<file path="src/shared/smc_pkg.sv">
// package for the sram host controller: pin bundles, commands, timing
package smc_pkg;

  localparam int unsigned ADDR_W     = 16;
  localparam int unsigned DATA_W     = 16;
  localparam int unsigned LANE_W     = 8;
  localparam int unsigned WORD_COUNT = 65536;

  // clock and access timing
  localparam int unsigned CLK_PERIOD_NS        = 40;
  localparam int unsigned ACCESS_TIME_NS       = 12;
  localparam int unsigned addr_setup_time      = 0;
  localparam int unsigned write_recovery_time  = 0;
  localparam int unsigned ACCESS_CYC =
    (ACCESS_TIME_NS + CLK_PERIOD_NS - 1) / CLK_PERIOD_NS;
  localparam int unsigned SETUP_CYC_RAW =
    (addr_setup_time + CLK_PERIOD_NS - 1) / CLK_PERIOD_NS;
  localparam int unsigned SETUP_CYC = (SETUP_CYC_RAW < 1) ? 1 : SETUP_CYC_RAW;
  localparam int unsigned RECOV_CYC_RAW =
    (write_recovery_time + CLK_PERIOD_NS - 1) / CLK_PERIOD_NS;
  localparam int unsigned RECOV_CYC = (RECOV_CYC_RAW < 1) ? 1 : RECOV_CYC_RAW;
  localparam int unsigned CNT_W = 4;
  localparam logic [CNT_W-1:0] READ_WAIT  = CNT_W'(ACCESS_CYC);
  localparam logic [CNT_W-1:0] SETUP_WAIT = CNT_W'(SETUP_CYC);
  localparam logic [CNT_W-1:0] RECOV_WAIT = CNT_W'(RECOV_CYC);
  localparam logic [CNT_W-1:0] CNT_ZERO   = 4'h0;
  localparam logic [CNT_W-1:0] CNT_ONE    = 4'h1;

  localparam logic [1:0] LANES_NONE = 2'h0;
  localparam logic [1:0] LANES_ALL  = 2'h3;

  typedef enum logic { SMC_READ, SMC_WRITE } smc_op_t;

  typedef struct packed {
    smc_op_t           op;
    logic [ADDR_W-1:0] addr;
    logic [DATA_W-1:0] wdata;
    logic [1:0]        lanes;   // bit 0 low lane, bit 1 high lane
  } smc_req_t;

  // controller-driven sram pins (all active low except address and data)
  typedef struct packed {
    logic [ADDR_W-1:0] word_addr;
    logic              chip_sel_n;
    logic              write_en_n;
    logic              out_en_n;
    logic              low_lane_en_n;
    logic              high_lane_en_n;
  } smc_pins_t;

  typedef enum {
    ST_IDLE, ST_RD_WAIT, ST_RD_DONE, ST_WR_SETUP, ST_WR_PULSE, ST_WR_RECOV
  } smc_state_t;

endpackage : smc_pkg

</file>
<file path="src/rtl/smc_host.sv">
// sram host controller driving a 64k x 16 async sram with byte lanes
`timescale 1ns/1ps
`default_nettype none
module smc_host
  import smc_pkg::*;
(
  input  wire logic              clock,        // system clock, 25 MHz
  input  wire logic              rst_n,        // async reset, active low
  input  wire logic              req_valid,    // request offered
  output logic                   req_ready,    // request taken this cycle
  input  wire smc_req_t          req,          // request contents
  output logic                   done,         // access finished pulse
  output logic      [DATA_W-1:0] rdata,        // read data
  output smc_pins_t              pins,         // sram control and address
  input  wire logic [DATA_W-1:0] data_in,      // shared_data_lines input
  output logic      [DATA_W-1:0] data_out,     // shared_data_lines output
  output logic      [DATA_W-1:0] data_oe       // per-bit output enable
);
  // ------------------------------------------------------------------
  // state
  // ------------------------------------------------------------------
  typedef struct packed {
    smc_state_t        st;
    logic [CNT_W-1:0]  cnt;
    smc_pins_t         pins;
    logic [DATA_W-1:0] wdata;
    logic [1:0]        lanes;
    logic              done;
  } smc_host_st_t;

  localparam smc_pins_t PINS_IDLE = '{word_addr: '0, chip_sel_n: 1'b1,
    write_en_n: 1'b1, out_en_n: 1'b1, low_lane_en_n: 1'b1,
    high_lane_en_n: 1'b1};

  smc_host_st_t cur;
  smc_host_st_t next_cur;
  logic [1:0]   drive;
  logic [1:0]   capture;
  logic [1:0]   lane_oe;

  assign req_ready = (cur.st == ST_IDLE);

  // ------------------------------------------------------------------
  // sequencer
  // ------------------------------------------------------------------
  always_comb
  begin
    next_cur      = cur;
    next_cur.done = 1'b0;
    case (cur.st)
      ST_IDLE:
      begin
        next_cur.pins = PINS_IDLE;
        next_cur.pins.word_addr = cur.pins.word_addr;
        // an empty lane mask means no access at all, finish at once
        if (req_valid && req.lanes == LANES_NONE)
        begin
          next_cur.done = 1'b1;
        end
        else if (req_valid && req.op == SMC_READ)
        begin
          // address, select and enables move together: valid at the fall
          next_cur.pins.word_addr      = req.addr;
          next_cur.pins.chip_sel_n     = 1'b0;
          next_cur.pins.out_en_n       = 1'b0;
          next_cur.pins.write_en_n     = 1'b1;
          next_cur.pins.low_lane_en_n  = ~req.lanes[0];
          next_cur.pins.high_lane_en_n = ~req.lanes[1];
          next_cur.lanes = req.lanes;
          next_cur.cnt   = READ_WAIT;
          next_cur.st    = ST_RD_WAIT;
        end
        else if (req_valid)
        begin
          // write enable falls before select, so outputs never turn on
          next_cur.pins.word_addr      = req.addr;
          next_cur.pins.write_en_n     = 1'b0;
          next_cur.pins.low_lane_en_n  = ~req.lanes[0];
          next_cur.pins.high_lane_en_n = ~req.lanes[1];
          next_cur.wdata = req.wdata;
          next_cur.lanes = req.lanes;
          next_cur.cnt   = SETUP_WAIT;
          next_cur.st    = ST_WR_SETUP;
        end
      end
      ST_RD_WAIT:
      begin
        next_cur.cnt = cur.cnt - CNT_ONE;
        if (cur.cnt == CNT_ONE)
        begin
          next_cur.st = ST_RD_DONE;
        end
      end
      ST_RD_DONE:
      begin
        next_cur.pins.chip_sel_n = 1'b1;
        next_cur.pins.out_en_n   = 1'b1;
        next_cur.done = 1'b1;
        next_cur.st   = ST_IDLE;
      end
      ST_WR_SETUP:
      begin
        next_cur.cnt = cur.cnt - CNT_ONE;
        if (cur.cnt == CNT_ONE)
        begin
          next_cur.pins.chip_sel_n = 1'b0;
          next_cur.cnt = READ_WAIT;
          next_cur.st  = ST_WR_PULSE;
        end
      end
      ST_WR_PULSE:
      begin
        next_cur.cnt = cur.cnt - CNT_ONE;
        if (cur.cnt == CNT_ONE)
        begin
          // end the write by select rising; address held past it
          next_cur.pins.chip_sel_n = 1'b1;
          next_cur.cnt = RECOV_WAIT;
          next_cur.st  = ST_WR_RECOV;
        end
      end
      ST_WR_RECOV:
      begin
        next_cur.pins.write_en_n = 1'b1;
        next_cur.cnt = cur.cnt - CNT_ONE;
        if (cur.cnt == CNT_ONE)
        begin
          next_cur.done = 1'b1;
          next_cur.st   = ST_IDLE;
        end
      end
      default:
      begin
        next_cur = '0;
        next_cur.pins = PINS_IDLE;
        next_cur.st   = ST_IDLE;
      end
    endcase
  end

  always_ff @(posedge clock or negedge rst_n)
  begin
    if (!rst_n)
    begin
      cur      <= '0;
      cur.pins <= PINS_IDLE;
      cur.st   <= ST_IDLE;
    end
    else
    begin
      cur <= next_cur;
    end
  end

  // ------------------------------------------------------------------
  // data lanes
  // ------------------------------------------------------------------
  // drive only once select is low in a write; never while reading
  always_comb
  begin
    drive   = LANES_NONE;
    capture = LANES_NONE;
    if (next_cur.st == ST_WR_PULSE)
    begin
      drive = cur.lanes;
    end
    if (cur.st == ST_RD_WAIT && cur.cnt == CNT_ONE)
    begin
      capture = cur.lanes;
    end
  end

  for (genvar g = 0; g < 2; g++)
  begin : g_lane
    smc_lane_drv u_lane (
      .clock   (clock),
      .rst_n   (rst_n),
      .drive   (drive[g]),
      .capture (capture[g]),
      .wdata   (cur.wdata[g*LANE_W +: LANE_W]),
      .pin_in  (data_in[g*LANE_W +: LANE_W]),
      .pin_out (data_out[g*LANE_W +: LANE_W]),
      .pin_oe  (lane_oe[g]),
      .rdata   (rdata[g*LANE_W +: LANE_W])
    );
    assign data_oe[g*LANE_W +: LANE_W] = {LANE_W{lane_oe[g]}};
  end

  assign pins = cur.pins;
  assign done = cur.done;

  // ------------------------------------------------------------------
  // checks
  // ------------------------------------------------------------------
  property p_no_drive_read;
    @(posedge clock) disable iff (!rst_n)
      !pins.out_en_n |-> (data_oe == '0);
  endproperty
  a_no_drive_read: assert property (p_no_drive_read)
    else $error("data driven while sram output enabled");

  property p_we_high_read;
    @(posedge clock) disable iff (!rst_n)
      !pins.out_en_n |-> pins.write_en_n;
  endproperty
  a_we_high_read: assert property (p_we_high_read)
    else $error("write enable low during read");

  property p_cs_after_we;
    @(posedge clock) disable iff (!rst_n)
      $fell(pins.chip_sel_n) && !pins.write_en_n |->
        !$past(pins.write_en_n);
  endproperty
  a_cs_after_we: assert property (p_cs_after_we)
    else $error("select fell before write enable");

  property p_addr_stable_wr;
    @(posedge clock) disable iff (!rst_n)
      !pins.write_en_n && !$past(pins.write_en_n) |->
        $stable(pins.word_addr);
  endproperty
  a_addr_stable_wr: assert property (p_addr_stable_wr)
    else $error("address moved during write");

  property p_addr_at_cs;
    @(posedge clock) disable iff (!rst_n)
      !pins.chip_sel_n && !$past(pins.chip_sel_n) |->
        $stable(pins.word_addr);
  endproperty
  a_addr_at_cs: assert property (p_addr_at_cs)
    else $error("address moved while selected");

  property p_lane_gate;
    @(posedge clock) disable iff (!rst_n)
      (data_oe[0] |-> !pins.low_lane_en_n) and
      (data_oe[DATA_W-1] |-> !pins.high_lane_en_n);
  endproperty
  a_lane_gate: assert property (p_lane_gate)
    else $error("lane driven without its enable");

  property p_write_len;
    @(posedge clock) disable iff (!rst_n)
      $fell(pins.chip_sel_n) && !pins.write_en_n |->
        !pins.chip_sel_n [*1] ##1 pins.chip_sel_n ##1 pins.write_en_n;
  endproperty
  a_write_len: assert property (p_write_len)
    else $error("write interval wrong length");

  property p_read_done;
    @(posedge clock) disable iff (!rst_n)
      $fell(pins.out_en_n) |-> ##2 done;
  endproperty
  a_read_done: assert property (p_read_done)
    else $error("read did not finish in time");

  property p_empty_req;
    @(posedge clock) disable iff (!rst_n)
      req_valid && req_ready && req.lanes == LANES_NONE |->
        ##1 done && pins.chip_sel_n;
  endproperty
  a_empty_req: assert property (p_empty_req)
    else $error("empty lane request caused access");

  c_read: cover property (@(posedge clock) disable iff (!rst_n)
    req_valid && req_ready && req.op == SMC_READ ##3 done);
  c_write: cover property (@(posedge clock) disable iff (!rst_n)
    req_valid && req_ready && req.op == SMC_WRITE ##4 done);
  c_half: cover property (@(posedge clock) disable iff (!rst_n)
    !pins.out_en_n && pins.high_lane_en_n && !pins.low_lane_en_n);
endmodule : smc_host
`default_nettype wire

</file>
<file path="src/rtl/smc_lane_drv.sv">
// one byte lane of the shared data lines: drive and capture
`timescale 1ns/1ps
`default_nettype none
module smc_lane_drv
  import smc_pkg::*;
(
  input  wire logic              clock,     // system clock
  input  wire logic              rst_n,     // async reset, active low
  input  wire logic              drive,     // enable lane output
  input  wire logic              capture,   // latch lane input
  input  wire logic [LANE_W-1:0] wdata,     // write byte
  input  wire logic [LANE_W-1:0] pin_in,    // lane pins, input side
  output logic      [LANE_W-1:0] pin_out,   // lane pins, output side
  output logic                   pin_oe,    // lane output enable
  output logic      [LANE_W-1:0] rdata      // captured byte
);
  typedef struct packed {
    logic [LANE_W-1:0] out;
    logic              oe;
    logic [LANE_W-1:0] rd;
  } smc_lane_st_t;

  smc_lane_st_t cur;
  smc_lane_st_t next_cur;

  always_comb
  begin
    next_cur     = cur;
    next_cur.oe  = drive;
    next_cur.out = drive ? wdata : cur.out;
    if (capture)
    begin
      next_cur.rd = pin_in;
    end
  end

  always_ff @(posedge clock or negedge rst_n)
  begin
    if (!rst_n)
    begin
      cur <= '0;
    end
    else
    begin
      cur <= next_cur;
    end
  end

  assign pin_out = cur.out;
  assign pin_oe  = cur.oe;
  assign rdata   = cur.rd;
endmodule : smc_lane_drv
`default_nettype wire

</file>
<file path="config.mk">
export PLATFORM = sky130hd
export DESIGN_NAME = smc_host
export DESIGN_NICKNAME = d
export VERILOG_FILES = /design/src/shared/smc_pkg.sv /design/src/rtl/smc_host.sv /design/src/rtl/smc_lane_drv.sv
export SDC_FILE = /design/constraint.sdc
export NUM_CORES = 1
export LEC_CHECK = 0
export ABC_CLOCK_PERIOD_IN_PS = 4800
export BUFFER_PORTS_ARGS = -buffer_cell sky130_fd_sc_hd__buf_2
export CAP_MARGIN = 0
export CORE_MARGIN = 4
export CORE_UTILIZATION = 56
export CTS_CLUSTER_DIAMETER = 40
export DETAILED_ROUTE_END_ITERATION = 10
export GPL_ROUTABILITY_DRIVEN = 0
export PLACE_DENSITY = 0.88
export REMOVE_ABC_BUFFERS = 1
export SYNTH_ARGS = -nofsm -noshare
export SYNTH_HDL_FRONTEND = slang
export SYNTH_SLANG_ARGS = --single-unit
</file>
<file path="constraint.sdc">
create_clock -name clock -period 4.8 [get_ports clock]
set_input_delay 0.48 -clock clock [delete_from_list [all_inputs] [get_ports clock]]
set_output_delay 0.48 -clock clock [all_outputs]
set_load 0.005 [all_outputs]
</file>
---- Word-level counts from Yosys, hierarchy flattened ----
Index checks and enable logic that the tools add are counted.
Widths: inputs -> output; s select.
storage, ports and cells
  output and inout bits ................... 71
  ROM bits ................................ 0
  bits in writable memories ............... 0
  bits of input ports ..................... 54
  register bits after elaboration ......... 110
  latch bits .............................. 0
  logic and storage cells ................. 80
  memories ................................ 0
operators by class
  equal/unequal tests ..................... 14
  muxes and demuxes ....................... 28
  shift-type cells ........................ 0
  div/mod/pow operators ................... 0
  magnitude comparators ................... 0
  reductions and logical operators ........ 14
  bitwise logic cells ..................... 6
  multipliers ............................. 0
  $add $sub $neg .......................... 1
operator list
  kind                 count
  $pmux 32 s5          1
  $mux 52              2
  $eq 32x2->1 const B  3
  $mux 75              1
  $mux 36              2
  $eq 32x3->1 const B  2
  $logic_not 32->1     2
  $mux 32              2
  $pmux 20 s2          1
  $eq 32x1->1 const B  1
  $eq 32x4->1 const B  1
  $pmux 16 s2          1
  $mux 20              1
  $pmux 4 s5           1
  $mux 16              1
  $ne 2x2->1 const B   5
  $reduce_and 3->1     3
  $mux 2               4
  $reduce_or 4->1      2
  $mux 1               7
  $not 1->1            6
  $reduce_or 5->1      1
  $eq 4x1->1 const B   1
  $pmux 1 s2           2
  other kinds (8)      10

---- Longest topological paths before layout ----
Gate-level depths: netlist of the first run.
  depth in word-level cells ............... 7
  depth in mapped cells ................... 7
  depth with buffers taken out ............ 7

---- Modules after synthesis ----
From an unflattened synthesis of the first run, not the netlist that was laid out.
unflattened totals
  cells, all modules ...................... 399
  area total of the unflattened synthesis .. 4693.3 um^2
modules (own cells, without submodules)
  module        cells each  area an instance (um^2)  instances  sequential area each (um^2)
  smc_host      329         3316.9                   1          1908.1
  smc_lane_drv  35          688.2                    2          425.4

---- Worst setup path before layout of the first run ----
OpenSTA, ideal clock, no wires.
  path type ............................... reg-to-reg
  from .................................... reg cur[41] in the netlist's numbering
  to ...................................... reg g_lane[0].u_lane.cur (netlist bit g_lane[0].u_lane.pin_out[0])
  arrival time ............................ 2.060 ns
  clock period less this slack ............ 2.184 ns
  path buffers ............................ 0
  path slack .............................. 2.616 ns
  cell stages (with the launch flop) ...... 8
  required time ........................... 4.675 ns
  library setup time ...................... 0.125 ns
  cells stage by stage .................... dfrtp_1 -> inv_1 -> ha_1 -> or3b_2 -> nand4_1 -> a21boi_1 -> nand3_1 -> mux2_2
between the ends
  cells in the longest elaborated chain, start to end .. 5
  elaborated cells on any way between the ends .. 8
  classes of those cells .................. eq/ne: 2; mux: 6
RTL lines
  item                                   RTL line            RTL
  from (decl)                            smc_host.sv:35      smc_host_st_t cur;
  from (signal assigned)                 smc_host.sv:151     cur <= next_cur;
  $eq 4x1->1 (*)                         n/a
  $mux 32, or another cell as far along  smc_host.sv:126     if (cur.cnt == CNT_ONE)
  $pmux 32 s5 (*)                        smc_host.sv:50      case (cur.st)
  $eq 32x4->1 (*)                        smc_host.sv:163     if (next_cur.st == ST_WR_PULSE)
  $mux 2 (*)                             smc_host.sv:163
  to (signal assigned)                   smc_lane_drv.sv:45  cur <= next_cur;
  to (decl)                              smc_lane_drv.sv:23  smc_lane_st_t cur;
Mark *: on every way between the ends. The rest lies on a longest branch, timed or not.
A chain may end at the register's enable or synchronous reset.

---- Final worst setup path of the first run ----
  from .................................... reg cur[52] in the netlist's numbering
  to ...................................... out req_ready
between the ends
  cells in the longest elaborated chain, start to end .. 1
RTL lines
  item              RTL line        RTL
  $logic_not 32->1  smc_host.sv:41  assign req_ready = (cur.st == ST_IDLE);
  to (decl)         smc_host.sv:10  output logic req_ready,
No other way between the ends.

==> flow_summary.toml, run 1 <==
[worst_setup_path]
critPathArrivalTime_ns = 2.31
r2r_start = "cur[52]$_DFF_PN0_"
crit_required_ns = 4.32
startpoint_type = "register"
critPathLaunch = "cur[52]$_DFF_PN0_"
cp-end-kind = "output pin"
critPathMaxFanout = 9
worstSetupPathType = "register to output pin"
rr_worst_depth = 5

[layout]
syn_to_final_growth_pct = 17.2
final_util = 0.671
diodes = 0
fillCellCount = 564
final_cells = 544
final_area_sq_um = 5160
nets = 493
drive_above_1_share = 0.421

[timing]
clock.fmax_mhz = 358
tns_ns = 0
period_share = 0.581
tightest_slew_ns = 1.11
hold_viol = 0
slew_violations = 0
setup_viol = 0
clock_skew_ns = 0.0192
period_minus_slack_ns = 2.79
rsz0062_at_grt = "false"
slew-limit-headroom = 0.259

[global_route]
grt_pass1_vias = 3006
grt_use_total = 0.186
grt_overflow = 0
met1_usage = 0.232
use_met2 = 0.305
grt_max_degree = 64
top_usage_layer = "met2"
antenna_found_initial = 0
grt_pass1_wl_mm = 14.2
grtUsageMet3 = 0.0490

[die]
core_area_sq_um = 7690
ioPinCount = 125
die_y_um = 96.7
die_w_um = 96.7
rows = 32
dieArea_sq_um = 9350
start_util = 0.573

[yosys]
synth_flop_cell = "dfrtp_1"
synth_seq_area_share = 0.627
post-synth-top-area-cell = "dfrtp_1"
synth_top_area_share = 0.597
avgSynthCellArea_sq_um = 13.8
synth_seq_cells = 110
yosys_warnings = 0
synthTopCellsByCount = "dfrtp_1, buf_4, mux2_2"
syn_area_sq_um = 4400
synth_edf_count = 0
synth.most_common_cell = "dfrtp_1"
ys_top_cells_by_area = "dfrtp_1, mux2_2, buf_4, a32o_1, a22o_1"
synthCells = 319
synthArstFlopShare = 1.00
synth.distinct_cells = 47

[run]
maxCapViolCount = 0

[clock_network]
cts_tree = "yes"
postCtsHoldBufs = 0
cts_max_path_buffers = 2
htreeDepth = 3
cts_buffers = 9
clk_pin_slew_ns = 0.10
postCtsSetupBuffers = 0
clk_latency_ns = 0.37
cts-root-buf = "clkbuf_8"
cts.sinks = 110
cts_resized = 0

[drt]
antenna_left = 0
wl_per_cell_um = 15.7
drc_errors = 0
wl_mm = 8.53
vias_per_cell = 5.41
drt-initial-drc-count = 140
num_vias = 2945
drt_first_pass_iters = 5

[run_status]
outcome = "finished, final reports clean"

[placement]
placed_area_sq_um = 4950
placedCellCount = 528
port_buffers = 124
hpwl_mm = 6.26

[power]
max-vdd-ir-drop_uv = 207
p_leak_nw = 2.64
powerDensity_nw_per_um2 = 308

[hold_path]
hold_path_class = "primary input to asynchronous set/reset pin"
==> final timing paths <==
kind | endpoint | slack, ns
min reg2reg | g_lane[1].u_lane.pin_out[3]$_DFFE_PN0P_ | 0.50
max in group asynchronous | g_lane[1].u_lane.pin_out[0]$_DFFE_PN0P_ | 3.52
max | req_ready | 2.01
min in group clock | pins[11]$_DFFE_PN0P_ | 0.33
max reg2reg | cur[14]$_DFFE_PN0P_ | 2.10
min | cur[42]$_DFFE_PN0P_ | 0.11
==> area by class of cell <==
| cell class | count | area [sq um] | area share |
|---|---|---|---|
| inverters | 4 | 15.0 | 0.00291 |
| clock buffers | 11 | 141 | 0.0274 |
| well taps | 102 | 128 | 0.0247 |
| clock inverters | 5 | 66.3 | 0.0129 |
| repair buffers | 127 | 646 | 0.125 |
| multi-input cells | 185 | 1410 | 0.272 |
| flip-flops and latches | 110 | 2760 | 0.535 |
==> report_power, final <==
| part | total (W) | switching, W | leakage, nW | internal [W] |
|---|---|---|---|---|
| Combinational | 0.0000679 | 0.0000398 | 1.12 | 0.0000282 |
| Sequential | 0.000953 | 0.00000742 | 1.42 | 0.000945 |
| Clock | 0.000567 | 0.000305 | 0.102 | 0.000262 |
| Total | 0.00159 | 0.000352 | 2.64 | 0.00124 |
==> critical path: stages, from the launching register on <==
cell and delay (ns):
dfrtp_1 0.38, nor4_1 0.35, nand4_1 0.34, nor4_4 0.56, and2_1 0.21, buf_2 0.11
==> cells by family (layout without fill, tap and decap cells) <==
family          after synthesis  in the layout  synth area share
other cells                   1             29          0.000852
simple gates                 64             64            0.0921
compound gates               56             56             0.110
flops                       110            110             0.627
fa+ha+maj                     2              2           0.00568
buf+inv                      52            147            0.0781
mux                          34             34            0.0864
==> registers in the layout (all words and copies together) (netlist names) <==
signal,cells
g_lane.u_lane.pin_out,16
pins,21
cur,54
g_lane.u_lane.rdata,16
done,1
g_lane.u_lane.pin_oe,2
==> routing by layer <==
layer | vias up | part of all wire
li1 | 1345 | -
met5 | - | 0
met2 | 147 | 0.48
met3 | 20 | 0.080
met4 | 0 | 0.023
met1 | 1433 | 0.42
==> through the flow <==
stage          hold WS, ns  power (W)  setup slack (ns)
3_5_place_dp         0.481    0.00104              2.09
5_1_grt              0.150    0.00165              1.85
2_1_floorplan        0.184   0.000986              2.21
3_3_place_gp         0.469    0.00104              2.22
4_1_cts              0.109    0.00160              1.97
6_report             0.111    0.00159              2.01
==> cell usage in the layout (no fill, tap or decap), types with 3 or more instances in the layout <==
cell type	n
nand2_1	12
mux2_2	32
buf_2	123
a21oi_1	5
nor2_1	7
dfstp_2	5
nor4_1	9
dfrtp_1	105
a32o_1	16
a22o_1	16
nand4_1	5
nand3_1	4
nor3b_1	4
conb_1	29
nor3_1	6
nand2b_1	3
buf_4	4
inv_1	4
clkbuf_8	10
(Power assumes the default switching activity.)
==> run 2: changes to the inputs <==
--- a/config.mk
+++ b/config.mk
@@ -5,15 +5,16 @@
 export SDC_FILE = /design/constraint.sdc
 export NUM_CORES = 1
 export LEC_CHECK = 0
-export ABC_CLOCK_PERIOD_IN_PS = 4800
+export ABC_AREA = 1
+export ABC_CLOCK_PERIOD_IN_PS = 2600
 export BUFFER_PORTS_ARGS = -buffer_cell sky130_fd_sc_hd__buf_2
 export CAP_MARGIN = 0
 export CORE_MARGIN = 4
-export CORE_UTILIZATION = 56
+export CORE_UTILIZATION = 53
 export CTS_CLUSTER_DIAMETER = 40
 export DETAILED_ROUTE_END_ITERATION = 10
 export GPL_ROUTABILITY_DRIVEN = 0
-export PLACE_DENSITY = 0.88
+export PLACE_DENSITY = 0.83
 export REMOVE_ABC_BUFFERS = 1
 export SYNTH_ARGS = -nofsm -noshare
 export SYNTH_HDL_FRONTEND = slang
==> constraint.sdc (replaced) <==
create_clock -name clock -period 2.6 [get_ports clock]
set_input_delay 0.26 -clock clock [delete_from_list [all_inputs] [get_ports clock]]
set_output_delay 0.26 -clock clock [all_outputs]
set_load 0.005 [all_outputs]
==> run 2 against run 1 <==
Clock skew is 0.0053 ns lower. Combinational power is 55% higher. Synthesized area is 8.4% higher. Sequential share of layout area is 3.4 points lower. Global-route usage hardly changed. Critical path depth is 8 higher. Power is 76% higher. Critical endpoint is now g_lane[1].u_lane.pin_out[5]$_DFFE_PN0P_. Largest cell class unchanged. Largest power group unchanged. Highest routed layer unchanged.
==> flow_summary.toml, run 2 <==
[run_status]
outcome = "finished, final reports clean"

[layout]
final_util = 0.629
final_area_sq_um = 5510
final_cell_mix = "nand2_1, buf_2, dfrtp_1, conb_1, inv_1"
reg.largest.list = "cur (54), pins (21)"
final_common_cell = "nand2_1"
regMostFlops = "cur"
syn_to_final_growth_pct = 15.5
final_cells = 708
nets = 650
drive_above_1_share = 0.349
fillCellCount = 702
largest_reg_flops = 54

[power]
powerDensity_nw_per_um2 = 507
power_frac_clock = 0.340
power_w = 0.00280
p_leak_nw = 3.21
max-vdd-ir-drop_uv = 316
power_frac_seq = 0.622
share_comb_of_total_power = 0.038
p_int_w = 0.00214
switching_share = 0.237
power_switching_w = 0.000662

[die]
rows = 34
die_w_um = 103
dieArea_sq_um = 10600
ioPinCount = 125
start_util = 0.545
die_y_um = 103
core_area_sq_um = 8760

[yosys]
synthTopCellsByCount = "nand2_1, dfrtp_1, buf_4"
synthCells = 473
synth_top_family_by_area = "simple AND/OR/NAND/NOR gates"
synth_xor_xnor_area_share = 0.00183
synth-simple-area-share = 0.246
muxShareOfSynthArea = 0.0425
synth_edf_count = 0
synthArstFlopShare = 1.00
syn_area_sq_um = 4770
synthAdderAreaFrac = 0.00524
yosys_warnings = 0
synth_seq_area_share = 0.578
synth_flop_cell = "dfrtp_1"
ys_top_cells_by_area = "dfrtp_1, nand2_1, buf_4, mux2_2, dfstp_2"
synth-compound-area-share = 0.0239
avgSynthCellArea_sq_um = 10.1
post-synth-top-area-cell = "dfrtp_1"
synth_seq_cells = 110
synth.distinct_cells = 34
synth.most_common_cell = "nand2_1"
synth_top_area_share = 0.550

[timing]
slew_violations = 0
tightest_slew_ns = 0.597
period_share = 0.808
setup_viol = 0
tns_ns = 0
rsz0062_at_grt = "false"
slew-limit-headroom = 0.600
clock_skew_ns = 0.0139
hold_viol = 0
clock.fmax_mhz = 476
period_minus_slack_ns = 2.10

[clock_network]
cts.sinks = 110
cts_max_path_buffers = 2
cts-root-buf = "clkbuf_8"
clk_latency_ns = 0.37
cts_tree = "yes"
cts_resized = 0
clk_pin_slew_ns = 0.11
cts_buffers = 9
htreeDepth = 3

[worst_setup_path]
path_buf_inv = 3
worstSetupPathType = "register to register"
cp_slowest_stage_delay_ns = 0.38
critPathMaxFanout = 18
path_delay_family = "simple AND/OR/NAND/NOR gates"
cp_common_cell = "nand2_1"
cp-end-kind = "register"
crit_required_ns = 2.87
critPathArrivalTime_ns = 2.37
cp_cell_sequence = "inv_1 > ha_1 > nand3_2 > inv_2 > nor2_1 > nand3_1 > nand2_1 > clkinv_1 > nand3_2 > nor2_4 > nand3_4 > nand2_1 > nand2_1"
startpoint_type = "register"
slowest_stage = "nor2_4"

[global_route]
antenna_found_initial = 1
grt_use_total = 0.186
grt_pass1_vias = 3373
grt_max_degree = 46
grt_pass1_wl_mm = 15.4
grt_overflow = 0

[placement]
placed_area_sq_um = 5320
hpwl_mm = 7.29
port_buffers = 124
placedCellCount = 690

[hold_path]
hold_path_class = "primary input to register"

[drt]
wl_per_cell_um = 13.4
wl_mm = 9.48
drt_first_pass_iters = 4
vias_per_cell = 4.85
antenna_left = 0
drt-initial-drc-count = 145
drc_errors = 0
num_vias = 3436

[run]
maxCapViolCount = 0
[run 2: routing by layer]
| layer | wire length [um] | up-vias | global-route usage |
|---|---|---|---|
| met3 | 665 | 26 | 0.0480 |
| met5 | 0 | - | 0 |
| met2 | 4830 | 130 | 0.312 |
| li1 | - | 1664 | - |
| met4 | 220 | 0 | 0.0697 |
| met1 | 3760 | 1616 | 0.233 |
[run 2: metrics by stage]
| step | hold slack [ns] | setup slack, ns |
|---|---|---|
| after global routing | 0.0754 | 0.257 |
| final | 0.0859 | 0.499 |
| after floorplan | -0.0356 | 0.793 |
| after global placement | 0.290 | 0.625 |
| after detailed placement | 0.292 | 0.454 |
| after CTS | 0.0688 | 0.457 |
[run 2: what timing repair did]
item	CTS	global route
buffers inserted	0	0
hold endpoints to repair	41	0
hold buffers	1	0
[run 2: final timing paths]
| kind | startpoint | endpoint | slack [ns] | cells past startpoint |
|---|---|---|---|---|
| worst min-delay path | req[21] | pins[8]$_DFFE_PN0P_ | 0.09 | 3 |
| max in group asynchronous | rst_n | g_lane[0].u_lane.rdata[6]$_DFFE_PN0P_ | 1.43 | 3 |
| min in group asynchronous | rst_n | g_lane[1].u_lane.pin_oe$_DFF_PN0_ | 0.43 | 2 |
| worst max-delay path | cur[41]$_DFFE_PN0P_ | g_lane[1].u_lane.pin_out[5]$_DFFE_PN0P_ | 0.50 | 13 |
| worst min register to register | pins[7]$_DFFE_PN0P_ | pins[7]$_DFFE_PN0P_ | 0.48 | 2 |
| worst max register to register | cur[41]$_DFFE_PN0P_ | g_lane[1].u_lane.pin_out[5]$_DFFE_PN0P_ | 0.50 | 13 |
[run 2: final cells by class]
class                   count  area (sq um)  area share
repair buffers            127           661       0.120
flip-flops and latches    110          2760       0.501
clock inverters             7          60.1      0.0109
well taps                 108           135      0.0245
diodes                      1          2.50    0.000454
multi-input cells         310          1640       0.297
clock buffers               9           124      0.0225
inverters                  36           135      0.0245
[run 2: power by group through the flow]
stage	registers, W	clock network, W	logic [W]
2_1_floorplan	0.00177	0	0.0000220
3_3_place_gp	0.00177	0	0.000102
3_5_place_dp	0.00177	0	0.000105
4_1_cts	0.00174	0.000980	0.000107
5_1_grt	0.00174	0.00106	0.000123
6_report	0.00174	0.000951	0.000105
[run 2: worst min-delay path, stage by stage]
cell and delay (ns):
buf_2 0.07, nand2_1 0.04, nand2_1 0.05
[run 2: logic make-up after synthesis]
group	Yosys count
adders and majority gates	2
muxes	18
other	1
DFF	110
xor gates and xnor gates	1
AOI/OAI and AO/OA	17
buffers and inverters	81
and+or+nand+nor	243
==> run 3: changes to the inputs <==
--- a/config.mk
+++ b/config.mk
@@ -5,16 +5,16 @@
 export SDC_FILE = /design/constraint.sdc
 export NUM_CORES = 1
 export LEC_CHECK = 0
-export ABC_AREA = 1
-export ABC_CLOCK_PERIOD_IN_PS = 2600
+export ABC_AREA = 0
+export ABC_CLOCK_PERIOD_IN_PS = 1900
 export BUFFER_PORTS_ARGS = -buffer_cell sky130_fd_sc_hd__buf_2
 export CAP_MARGIN = 0
 export CORE_MARGIN = 4
-export CORE_UTILIZATION = 53
+export CORE_UTILIZATION = 47
 export CTS_CLUSTER_DIAMETER = 40
 export DETAILED_ROUTE_END_ITERATION = 10
 export GPL_ROUTABILITY_DRIVEN = 0
-export PLACE_DENSITY = 0.83
+export PLACE_DENSITY = 0.79
 export REMOVE_ABC_BUFFERS = 1
 export SYNTH_ARGS = -nofsm -noshare
 export SYNTH_HDL_FRONTEND = slang
==> constraint.sdc (replaced) <==
create_clock -name clock -period 1.9 [get_ports clock]
set_input_delay 0.19 -clock clock [delete_from_list [all_inputs] [get_ports clock]]
set_output_delay 0.19 -clock clock [all_outputs]
set_load 0.005 [all_outputs]
==> run 3 against run 2 <==
The run now ends with negative setup slack left. Die area increased by 3.7%. First-iteration DRC count decreased by 19%. Power increased by 45%. Cell area increased by 7.9%. Core utilization increased by 1.8 points. Critical path depth decreased by 5. Clock power increased by 51%. Non-clock buffer count increased by 55. Sequential power increased by 39%. Worst hold slack got worse by 0.058 ns. Combinational power increased by 84%.
==> flow_summary.toml, run 3 (synthesis gave the netlist of run 1 again) <==
[run_status]
outcome = "finished with violations"
failed_checks = "negative setup slack"

[drt]
drt-initial-drc-count = 118
highest-signal-layer = "met4"
num_vias = 3258
met1_length_mm = 4.23
met2_length_mm = 5.60
met3_wirelength_um = 852
wl_per_cell_um = 17.9
vias_per_cell = 5.36
wl_mm = 10.9
drc_errors = 0
antenna_left = 0
drt_first_pass_iters = 4

[clock_network]
cts_max_path_buffers = 2
cts.sinks = 110
cts_tree = "yes"
cts_buffers = 9
clk_pin_slew_ns = 0.11
htreeDepth = 3
cts-root-buf = "clkbuf_8"
clk_latency_ns = 0.37

[global_route]
grt_overflow = 0
grt_pass1_wl_mm = 16.3
grt_pass1_vias = 3370
grt_use_total = 0.185
grt_max_degree = 61
antenna_found_initial = 0

[layout]
fillCellCount = 655
final_area_sq_um = 5950
diodes = 0
multiInputGateArea_sq_um = 1630
largest_reg_flops = 54
final_common_cell = "buf_2"
final_cell_mix = "buf_2, dfrtp_1, buf_4, mux2_2, conb_1"
regArea_sq_um = 2760
regMostFlops = "cur"
final_util = 0.647
nets = 548
drive_above_1_share = 0.533
syn_to_final_growth_pct = 35.1
reg.largest.list = "cur (54), pins (21)"

[die]
rows = 35
core_area_sq_um = 9200
die_y_um = 105
start_util = 0.479
die_w_um = 105
dieArea_sq_um = 11000
ioPinCount = 125

[power]
powerDensity_nw_per_um2 = 681
p_leak_nw = 2.99
power_w = 0.00405
max-vdd-ir-drop_uv = 404

[timing]
tns_ns = -19.41
hold_viol = 0
slew-limit-headroom = 0.559
period_minus_slack_ns = 2.24
period_share = 1.18
clock.fmax_mhz = 447
hold_slack_ns = 0.0277
rsz0062_at_grt = "true"
setup_slack_ns = -0.338
tightest_slew_ns = 0.660
setup_viol = 74
clock_skew_ns = 0.0165
slew_violations = 0

[worst_setup_path]
worstSetupPathType = "register to register"
crit_required_ns = 2.21
critPathMaxFanout = 8
startpoint_type = "register"
critPathArrivalTime_ns = 2.54
cp-end-kind = "register"

[placement]
placed_area_sq_um = 5280
port_buffers = 124
hpwl_mm = 6.76

[run]
maxCapViolCount = 0

[hold_path]
hold_path_class = "primary input to register"
==> run 3: cell count changes in the layout (fill, tap and decap cells not counted), sizes merged, moves of 9 or more <==
cell	delta
a32o	+16
nand2	-155
nor2	-35
nor4	+11
inv	-31
mux2	+14
nand3	-9
buf	+52
a22o	+16
nand4	-14
==> run 3: per-layer routing <==
metal / vias to the layer above / global-route usage
met3: 18 / 0.0537
met2: 164 / 0.329
met1: 1621 / 0.217
met4: 0 / 0.0534
met5: - / 0
li1: 1455 / -
==> run 3: layout make-up <==
type | instances | area share
Clock inverter | 6 | 0.0135
Multi-Input combinational cell | 185 | 0.275
Timing Repair Buffer | 182 | 0.201
Sequential cell | 110 | 0.464
Clock buffer | 10 | 0.0215
Tap cell | 111 | 0.0234
Inverter | 4 | 0.00252
==> run 3: where the power goes <==
| part | switching [W] | internal, W | total [W] |
|---|---|---|---|
| Clock | 0.000807 | 0.000633 | 0.00144 |
| Combinational | 0.000109 | 0.0000843 | 0.000193 |
| Sequential | 0.0000290 | 0.00239 | 0.00242 |
| Total | 0.000945 | 0.00311 | 0.00405 |
==> run 3: per-stage QoR <==
step / setup slack [ns] / instances
after floorplan: -0.691 / 299
after global placement: -0.231 / 572
after detailed placement: -0.337 / 572
after CTS: -0.261 / 600
after global routing: -0.396 / 608
final: -0.338 / 608
==> run 3: critical path, stage by stage, from the launching register on <==
cell and delay [ns]:
dfrtp_1 0.43, nor4_4 0.31, buf_4 0.18, nand4_1 0.14
buf_4 0.20, or2_4 0.27, a211oi_4 0.31, buf_6 0.20
a32o_1 0.14
==> run 3: final timing paths <==
kind,slack [ns],depth (start not counted),to,start
setup reg to reg,-0.34,8,cur[8]$_DFFE_PN0P_,cur[56]$_DFF_PN0_
hold reg to reg,0.50,1,cur[10]$_DFFE_PN0P_,cur[10]$_DFFE_PN0P_
max in group asynchronous,0.89,3,pins[3]$_DFFE_PN1N_,rst_n
min in group asynchronous,0.31,2,g_lane[0].u_lane.rdata[2]$_DFFE_PN0P_,rst_n
hold / removal,0.03,2,pins[18]$_DFFE_PN0P_,req[31]
setup / recovery,-0.34,8,cur[8]$_DFFE_PN0P_,cur[56]$_DFF_PN0_
==> run 3: repair_timing <==
item / 4_1_cts / 5_1_grt
pin swaps: 14 / 22
hold buffers: 1 / 0
endpoints found under the setup margin: 76 / 75
endpoints found under the hold margin: 32 / 0
gates cloned: 1 / 5
buffers inserted: 12 / 3
resized for setup: 46 / 13
